`src/hdl/flash_iap_pkg.sv`:
```
// Purpose: Shared constants for the flash programming sequencer
// Assumes: 20 MHz core clock, byte-wide software register writes
// Notes: Register select codes are local to the plain write port
package flash_iap_pkg;

    // Clock and timing
    localparam int CLK_PERIOD_NS = 50;
    localparam int PROG_TIME_NS = 2200000;
    localparam int PROG_CYCLES = PROG_TIME_NS / CLK_PERIOD_NS;
    localparam int READ_CYCLES = 3;
    localparam int UNLOCK_CYCLES = 256;

    // Register select codes on the software write port
    localparam logic [3:0] SEL_CTRL = 4'h0;
    localparam logic [3:0] SEL_ADDR_LOW = 4'h1;
    localparam logic [3:0] SEL_ADDR_HIGH = 4'h2;
    localparam logic [3:0] SEL_DATA_BASE = 4'h3;
    localparam logic [3:0] SEL_BUF_CLEAR = 4'hb;

    // Control byte layout, then the buffer clear register bit
    localparam int BIT_ENABLED = 7;
    localparam int MODE_MSB = 6;
    localparam int MODE_LSB = 4;
    localparam int BIT_UNLOCK = 3;
    localparam int BIT_GO = 2;
    localparam int BIT_READ_EN = 1;
    localparam int BIT_READ_GO = 0;
    localparam int BIT_BUF_CLEAR = 0;

    // Reset values
    localparam logic [7:0] CTRL_RESET = 8'h00;
    localparam logic [7:0] BYTE_RESET = 8'h00;

    // Operation mode codes
    localparam logic [2:0] MODE_WRITE = 3'h0;
    localparam logic [2:0] MODE_ERASE = 3'h1;
    localparam logic [2:0] MODE_READ = 3'h3;
    localparam logic [2:0] MODE_ENABLE = 3'h6;

    // Unlock pattern, data1..3 low then data1..3 high
    localparam logic [7:0] PAT_LOW1 = 8'h00;
    localparam logic [7:0] PAT_LOW2 = 8'h0d;
    localparam logic [7:0] PAT_LOW3 = 8'hc3;
    localparam logic [7:0] PAT_HIGH1 = 8'h04;
    localparam logic [7:0] PAT_HIGH2 = 8'h09;
    localparam logic [7:0] PAT_HIGH3 = 8'h40;

    // Geometry
    localparam int ADDR_W = 13;
    localparam int PAGE_WORDS = 32;
    localparam int UNIT_WORDS = 4;
    localparam logic [4:0] PAGE_LAST = 5'h1f;

    typedef enum logic [2:0] {
        ST_IDLE,
        ST_ERASE,
        ST_PROG,
        ST_WAIT,
        ST_READ
    } op_state_e;

endpackage

```
`src/hdl/flash_iap_erase_write_read.sv`:
```
// Purpose: Erase, write and read sequencer for on-chip program flash
// Assumes: Software writes arrive as one-cycle strobes on core_clk
// Notes: One flash word strobe per cycle; the array holds its own data
`timescale 1ns/100ps
`default_nettype none

module flash_iap_erase_write_read #(
    parameter bit page_variant = 1'b1,
    parameter bit wide_addr = 1'b1,
    parameter int prog_cycles = flash_iap_pkg::PROG_CYCLES,
    parameter int unlock_cycles = flash_iap_pkg::UNLOCK_CYCLES
) (
    input wire logic core_clk,
    input wire logic reset,
    input wire logic reg_wr,
    input wire logic [3:0] reg_sel,
    input wire logic [7:0] reg_wdata,
    input wire logic [15:0] flash_rdata,
    output logic [7:0] ctrl_q,
    output logic [7:0] addr_low_q,
    output logic [4:0] addr_high_q,
    output logic [7:0] data0_low_q,
    output logic [7:0] data0_high_q,
    output logic [7:0] data1_low_q,
    output logic [7:0] data1_high_q,
    output logic [7:0] data2_low_q,
    output logic [7:0] data2_high_q,
    output logic [7:0] data3_low_q,
    output logic [7:0] data3_high_q,
    output logic buffer_clear_q,
    output logic cpu_stall_q,
    output logic flash_erase_q,
    output logic flash_prog_q,
    output logic flash_read_q,
    output logic [12:0] flash_addr_q,
    output logic [15:0] flash_wdata_q
);

    typedef struct packed {
        flash_iap_pkg::op_state_e st;
        logic program_enabled_flag;
        logic [2:0] op_mode_select;
        logic unlock_trigger;
        logic program_go;
        logic read_enable_bit;
        logic read_go;
        logic buffer_clear_go;
        logic [7:0] addr_low_reg;
        logic [4:0] addr_high_reg;
        logic [3:0][15:0] data;
        logic [31:0][15:0] wbuf;
        logic [4:0] bptr;
        logic [15:0] win_cnt;
        logic [5:0] seen;
        logic [15:0] cnt;
        logic [4:0] widx;
        logic stall;
        logic f_erase;
        logic f_prog;
        logic f_read;
        logic [12:0] f_addr;
        logic [15:0] f_wdata;
    } seq_s;

    seq_s q;
    seq_s d;
    logic [2:0] mode_new;
    logic rden_new;
    logic [12:0] full_addr;
    logic [12:0] erase_addr;
    logic [12:0] prog_addr;
    logic [15:0] prog_data;
    logic [4:0] last_idx;
    logic pattern_ok;

    ////////////////////////////////////////////////////////////////////////
    // Address shaping

    always_comb begin
        full_addr = {q.addr_high_reg, q.addr_low_reg};
        if (!wide_addr) begin
            full_addr[12] = 1'b0;
        end
        if (page_variant) begin
            erase_addr = {full_addr[12:5], 5'h00};
            prog_addr = {full_addr[12:5], q.widx};
            prog_data = q.wbuf[q.widx];
            last_idx = 5'(flash_iap_pkg::PAGE_WORDS - 1);
        end else begin
            erase_addr = {2'b00, full_addr[10:8], 8'h00};
            prog_addr = {2'b00, full_addr[10:2], q.widx[1:0]};
            prog_data = q.data[q.widx[1:0]];
            last_idx = 5'(flash_iap_pkg::UNIT_WORDS - 1);
        end
    end

    // Pattern held in data1..3 registers
    always_comb begin
        pattern_ok = (q.data[1][7:0] == flash_iap_pkg::PAT_LOW1) &&
            (q.data[2][7:0] == flash_iap_pkg::PAT_LOW2) &&
            (q.data[3][7:0] == flash_iap_pkg::PAT_LOW3) &&
            (q.data[1][15:8] == flash_iap_pkg::PAT_HIGH1) &&
            (q.data[2][15:8] == flash_iap_pkg::PAT_HIGH2) &&
            (q.data[3][15:8] == flash_iap_pkg::PAT_HIGH3);
    end

    always_comb begin
        mode_new = reg_wdata[flash_iap_pkg::MODE_MSB:flash_iap_pkg::MODE_LSB];
        rden_new = reg_wdata[flash_iap_pkg::BIT_READ_EN];
    end

    ////////////////////////////////////////////////////////////////////////
    // Next state

    always_comb begin
        d = q;
        d.f_erase = 1'b0;
        d.f_prog = 1'b0;
        d.f_read = 1'b0;

        // Unlock window timer
        if (q.unlock_trigger) begin
            if (q.win_cnt <= 16'h0001) begin
                d.unlock_trigger = 1'b0;
                d.win_cnt = 16'h0000;
            end else begin
                d.win_cnt = q.win_cnt - 16'h0001;
            end
        end

        // Buffer clear finishes first; a new request this cycle wins
        if (q.buffer_clear_go) begin
            d.wbuf = '0;
            d.bptr = q.addr_low_reg[4:0];
            d.buffer_clear_go = 1'b0;
        end

        // Software writes; the CPU cannot write while stalled
        if (reg_wr && q.st == flash_iap_pkg::ST_IDLE) begin
            if (reg_sel == flash_iap_pkg::SEL_CTRL) begin
                // Only a zero reaches the enabled flag
                if (!reg_wdata[flash_iap_pkg::BIT_ENABLED]) begin
                    d.program_enabled_flag = 1'b0;
                end
                d.op_mode_select = mode_new;
                d.read_enable_bit = rden_new;
                if (reg_wdata[flash_iap_pkg::BIT_UNLOCK] &&
                    !q.unlock_trigger &&
                    mode_new == flash_iap_pkg::MODE_ENABLE) begin
                    d.unlock_trigger = 1'b1;
                    d.win_cnt = 16'(unlock_cycles);
                    d.seen = 6'h00;
                end
                if (reg_wdata[flash_iap_pkg::BIT_GO]) begin
                    if (q.program_enabled_flag &&
                        (mode_new == flash_iap_pkg::MODE_ERASE ||
                         mode_new == flash_iap_pkg::MODE_WRITE)) begin
                        d.program_go = 1'b1;
                        d.stall = 1'b1;
                        d.widx = 5'h00;
                        if (mode_new == flash_iap_pkg::MODE_ERASE) begin
                            d.st = flash_iap_pkg::ST_ERASE;
                        end else begin
                            d.st = flash_iap_pkg::ST_PROG;
                        end
                    end
                end else if (reg_wdata[flash_iap_pkg::BIT_READ_GO] &&
                    rden_new && mode_new == flash_iap_pkg::MODE_READ) begin
                    // No enabled-flag check on reads
                    d.read_go = 1'b1;
                    d.stall = 1'b1;
                    d.f_read = 1'b1;
                    d.f_addr = full_addr;
                    d.cnt = 16'(flash_iap_pkg::READ_CYCLES);
                    d.st = flash_iap_pkg::ST_READ;
                end
            end else if (reg_sel == flash_iap_pkg::SEL_ADDR_LOW) begin
                d.addr_low_reg = reg_wdata;
                d.bptr = reg_wdata[4:0];
            end else if (reg_sel == flash_iap_pkg::SEL_ADDR_HIGH) begin
                d.addr_high_reg = reg_wdata[4:0];
            end else if (reg_sel == flash_iap_pkg::SEL_BUF_CLEAR) begin
                if (page_variant &&
                    reg_wdata[flash_iap_pkg::BIT_BUF_CLEAR]) begin
                    d.buffer_clear_go = 1'b1;
                end
            end
            for (int i = 0; i < 4; i++) begin
                if (reg_sel == 4'(flash_iap_pkg::SEL_DATA_BASE + 2 * i)) begin
                    d.data[i][7:0] = reg_wdata;
                    if (q.unlock_trigger && i > 0) begin
                        d.seen[i - 1] = 1'b1;
                    end
                end
                if (reg_sel ==
                    4'(flash_iap_pkg::SEL_DATA_BASE + 2 * i + 1)) begin
                    d.data[i][15:8] = reg_wdata;
                    if (q.unlock_trigger && i > 0) begin
                        d.seen[i + 2] = 1'b1;
                    end
                    if (page_variant && i == 0) begin
                        d.wbuf[q.bptr] = {reg_wdata, q.data[0][7:0]};
                        if (q.bptr != flash_iap_pkg::PAGE_LAST) begin
                            d.bptr = q.bptr + 5'h01;
                        end
                    end
                end
            end
        end

        // Full pattern inside the window; set wins over a clear
        if (q.unlock_trigger && (&q.seen) && pattern_ok) begin
            d.program_enabled_flag = 1'b1;
            // One-shot, so a later software clear in the window sticks
            d.seen = 6'h00;
        end

        unique case (q.st)
            flash_iap_pkg::ST_IDLE: begin
            end
            flash_iap_pkg::ST_ERASE: begin
                d.f_erase = 1'b1;
                d.f_addr = erase_addr;
                d.cnt = 16'(prog_cycles);
                d.st = flash_iap_pkg::ST_WAIT;
            end
            flash_iap_pkg::ST_PROG: begin
                d.f_prog = 1'b1;
                d.f_addr = prog_addr;
                d.f_wdata = prog_data;
                if (q.widx == last_idx) begin
                    d.cnt = 16'(prog_cycles);
                    d.st = flash_iap_pkg::ST_WAIT;
                end else begin
                    d.widx = q.widx + 5'h01;
                end
            end
            flash_iap_pkg::ST_WAIT: begin
                if (q.cnt <= 16'h0001) begin
                    d.program_go = 1'b0;
                    d.stall = 1'b0;
                    d.st = flash_iap_pkg::ST_IDLE;
                end else begin
                    d.cnt = q.cnt - 16'h0001;
                end
            end
            flash_iap_pkg::ST_READ: begin
                if (q.cnt <= 16'h0001) begin
                    d.data[0] = flash_rdata;
                    d.read_go = 1'b0;
                    d.stall = 1'b0;
                    d.st = flash_iap_pkg::ST_IDLE;
                end else begin
                    d.cnt = q.cnt - 16'h0001;
                end
            end
            default: begin
                d.st = flash_iap_pkg::ST_IDLE;
            end
        endcase
    end

    ////////////////////////////////////////////////////////////////////////
    // State register

    always_ff @(posedge core_clk or posedge reset) begin
        if (reset) begin
            q <= '0;
        end else begin
            q <= d;
        end
    end

    ////////////////////////////////////////////////////////////////////////
    // Outputs

    assign ctrl_q = {q.program_enabled_flag, q.op_mode_select,
        q.unlock_trigger, q.program_go, q.read_enable_bit, q.read_go};
    assign addr_low_q = q.addr_low_reg;
    assign addr_high_q = q.addr_high_reg;
    assign data0_low_q = q.data[0][7:0];
    assign data0_high_q = q.data[0][15:8];
    assign data1_low_q = q.data[1][7:0];
    assign data1_high_q = q.data[1][15:8];
    assign data2_low_q = q.data[2][7:0];
    assign data2_high_q = q.data[2][15:8];
    assign data3_low_q = q.data[3][7:0];
    assign data3_high_q = q.data[3][15:8];
    assign buffer_clear_q = q.buffer_clear_go;
    assign cpu_stall_q = q.stall;
    assign flash_erase_q = q.f_erase;
    assign flash_prog_q = q.f_prog;
    assign flash_read_q = q.f_read;
    assign flash_addr_q = q.f_addr;
    assign flash_wdata_q = q.f_wdata;

endmodule

`default_nettype wire

```
`config.mk`:
```
export PLATFORM = sky130hd
export DESIGN_NAME = flash_iap_erase_write_read
export DESIGN_NICKNAME = d
export VERILOG_FILES = /design/src/hdl/flash_iap_pkg.sv /design/src/hdl/flash_iap_erase_write_read.sv
export SDC_FILE = /design/constraint.sdc
export NUM_CORES = 2
export LEC_CHECK = 0
export ABC_AREA = 1
export BUFFER_PORTS_ARGS = -buffer_cell sky130_fd_sc_hd__clkbuf_2
export CAP_MARGIN = 20
export CORE_MARGIN = 1.5
export CORE_UTILIZATION = 62
export CTS_CLUSTER_SIZE = 16
export DETAILED_ROUTE_END_ITERATION = 8
export PLACE_DENSITY = 0.89
export SLEW_MARGIN = 20
export SYNTH_ARGS = -nofsm -noshare
export SYNTH_HDL_FRONTEND = slang
export SYNTH_SLANG_ARGS = --single-unit
```
`constraint.sdc`:
```
create_clock -name core_clk -period 22.7 [get_ports core_clk]
set_input_delay 0 -clock core_clk [delete_from_list [all_inputs] [get_ports core_clk]]
set_output_delay 0 -clock core_clk [all_outputs]
set_load 0.1 [all_outputs]
```
==> flow_summary.yaml <==
finish:
  multiInputGateArea_mm2: 0.01352
  seqCellArea_mm2: 0.01708
  syn_to_final_growth_pct: 5.446
  finalNonFillerCells: 4970
  drive_gt1_share_pct: 9.621
  final_util_pct: 66.31
  num-nets-final: 4213
  fillCellCount: 4103
detailed_routing:
  top_layer: "met5"
  drt-total-wl_um: 101000
  wl_met1_um: 37180
  viasPerCell: 6.325
  ant_nets: 0
  drtIter0Drc: 5514
  route.met2.wl_um: 45420
  wl_met3_um: 13190
  num_vias: 31436
  wl_per_cell_um: 20.31
  drc: 0
  first_pass_iters: 7
clock_tree:
  insertion_delay_ns: 0.65
  clock_sinks: 682
  cts_tree: "done"
  cts-resized-gates: 0
  cts-root-buf: "clkbuf_16"
  post-cts-setup-buffer-count: 0
  clkSlewWorstSetupHoldPaths_ns: 0.07
  numCtsBuffers: 69
  ctsHtreeMaxLevel: 3
  clock_path_buffers: 3
global_route:
  antenna_found_initial: 3
  overflow: 0
  track_usage_pct: 34.99
  grt_max_degree: 236
  grt_pass1_vias: 29534
  grt_pass1_wl_um: 158100
placement:
  place_congestion: 0.9086
  io_buffers: 149
  place_hpwl_um: 56030
  place_inst: 4806
power_and_ir_drop:
  leakage_nw: 17.00
  switching_power_uw: 531.2
  p_int_mw: 1.923
  finalPower_mw: 2.455
  power_density_mw_per_mm2: 67.06
  pwr-share-seq_pct: 49.5
  pwr-share-comb_pct: 2.2
  p_sw_share_pct: 21.64
  ir_worst_vdd_mv: 0.06923
  power.share.clock_pct: 48.3
logic_synthesis:
  synth_seq_cells: 682
  yosysWarnings: 0
  netlist_instances: 4329
  synth_seq_area_share_pct: 49.17
  syn_nets: 4371
  syn_area_mm2: 0.03471
  synthDistinctLibCells: 41
  avgSynthCellArea_um2: 8.018
worst_setup_path:
  cp.arrival_ns: 4.12
  crit_path_top_delay_cell: "buf_4"
  cpPeakStageDelay_ns: 0.91
  cp.required_ns: 23.21
  cp-end-kind: "flip-flop"
  critPathMaxFanout: 163
  startpoint_type: "flip-flop"
  r2r_setup_slack_ns: 19.09
  crit_chain: "inv_8, buf_4, nand2_1, nand3_1, nand3_1, nand3_1, nand2_1, nand2_1, nand3_1"
  crit_path_frequent_cell: "nand3_1"
  crit_type: "reg -> reg"
sta:
  finalCritPeriodShare_pct: 15.91
  fin_crit_ns: 3.612
  worst_pin_slew_ns: 1.187
  setup_violations: 0
  relSlewSlack_pct: 20.76
  hold_ws_ns: 0.06784
  fmax_mhz: 276.9
  slew_viol_final: 0
  finalHoldViolCount: 0
  grt_setup_unrepaired: "false"
  finClkSkew_ns: 0.03306
  finalSetupTns_ns: 0
run:
  maxCapViolations: 0
die:
  rows: 86
  die_w_um: 239.6
  io_pins: 150
  coreArea_mm2: 0.05520
  die_area_mm2: 0.05742
  start_util_pct: 62.88
  die_h_um: 239.6
status:
  outcome: "finished clean"
worst_hold_path:
  hold_path.class: "in -> async"
## registers in the layout, indices dropped and copies added, names as in the netlist, 8 cells and up
| register | cells |
|---|---|
| data3_low_q | 8 |
| data1_high_q | 8 |
| flash_addr_q | 13 |
| flash_wdata_q | 16 |
| data0_high_q | 8 |
| data1_low_q | 8 |
| data3_high_q | 8 |
| q | 558 |
| data0_low_q | 8 |
| ctrl_q | 8 |
| addr_low_q | 8 |
| data2_high_q | 8 |
| data2_low_q | 8 |
## logic make-up after synthesis
logic type               count (synthesis)  synth area share [%]
AND/OR/NAND/NOR                       2200                 28.58
buffers and inverters                  776                 11.89
flip-flops                             682                 49.17
AO/OA/AOI/OAI                          639                 9.433
XOR/XNOR                                21                0.5299
adder cells (fa/ha/maj)                 11                0.3965
## worst max-delay path: cells and delay by family, from the launching register on
family	cells	cell delay (ns)
flops	1	0.79
simple gates	7	0.79
buf+inv	2	1.72
## cells in the mapped netlist, drive strengths merged
| cell type | n | share of area (%) |
|---|---|---|
| a21oi | 22 | 0.32 |
| a22oi | 1 | 0.022 |
| a31oi | 5 | 0.090 |
| buf | 339 | 7.1 |
| clkbuf | 118 | 1.3 |
| clkinv | 1 | 0.011 |
| dfrtp | 682 | 49 |
| ha | 11 | 0.40 |
| inv | 318 | 3.5 |
| nand2 | 1014 | 11 |
| nand3 | 996 | 14 |
| nand3b | 2 | 0.043 |
| nand4 | 21 | 0.46 |
| nor2 | 153 | 1.9 |
| nor3 | 8 | 0.13 |
| nor4 | 2 | 0.079 |
| o21a | 1 | 0.022 |
| o21ai | 606 | 8.9 |
| o22ai | 4 | 0.072 |
| or2 | 4 | 0.072 |
| xnor2 | 6 | 0.15 |
| xor2 | 15 | 0.38 |
## metrics by stage
step | area, um2 | worst slack (ns)
2_1_floorplan | 34710 | 3.580
3_3_place_gp | 33800 | 19.17
3_5_place_dp | 33800 | 19.15
4_1_cts | 36530 | 19.27
5_1_grt | 36600 | 18.99
6_report | 36600 | 19.09
## metal layers
layer / GRT usage [%] / vias to the layer above
li1: - / 13781
met1: 46.12 / 14926
met2: 52.83 / 2307
met3: 10.01 / 420
met4: 17.82 / 2
met5: 0 / -
## path summary, 6_finish.rpt
kind                                         from                             to  cells past startpoint
max                        prog_addr[0]$_DFF_PP0_  flash_wdata_q[15]$_DFFE_PP0P_                      9
min reg2reg                 ctrl_q[4]$_DFFE_PP0P_          ctrl_q[4]$_DFFE_PP0P_                      2
max reg2reg                prog_addr[0]$_DFF_PP0_  flash_wdata_q[15]$_DFFE_PP0P_                      9
max in group asynchronous                   reset         prog_addr[0]$_DFF_PP0_                      7
min in group core_clk              flash_rdata[9]      data0_high_q[1]$_DFF_PP0_                      4
min                                         reset               q[304]$_DFF_PP0_                      3
## final cells by class
class / instances / area share (%)
Antenna cell: 2 / 0.01367
Clock buffer: 102 / 5.750
Clock inverter: 18 / 0.6563
Inverter: 319 / 3.360
Multi-Input combinational cell: 2871 / 36.94
Sequential cell: 682 / 46.65
Tap cell: 748 / 2.557
Timing Repair Buffer: 228 / 4.078
## power by group through the flow
stage / sequential [mW] / clock [mW] / combinational (mW)
floorplan: 1.24 / 0 / 0.0273
global placement: 1.24 / 0 / 0.0470
detailed placement: 1.24 / 0 / 0.0473
CTS: 1.22 / 1.19 / 0.0516
global route: 1.21 / 1.24 / 0.0581
finish: 1.22 / 1.19 / 0.0533
## placed cells by master, fill, tap and decap left out, drive strengths merged, types with 2 or more instances in the layout
cell,Yosys,final
a31oi,5,5
diode,0,2
nor4,2,2
ha,11,11
xnor2,6,6
nand2,1014,1014
nand4,21,21
inv,318,320
buf,339,40
clkinv,1,11
bufinv,0,5
nand3,996,996
o21ai,606,606
clkbuf,118,251
dlygate4sd3,0,39
dfrtp,682,682
or2,4,4
nand3b,2,2
nor2,153,153
nor3,8,8
o22ai,4,4
a21oi,22,22
xor2,15,15
## repair_timing
item / in CTS / in global routing
hold endpoints to repair: 183 / 0
endpoints found under the setup margin: 0 / 0
hold buffers: 39 / 0
Note: power is estimated with default switching activity, not from simulation.
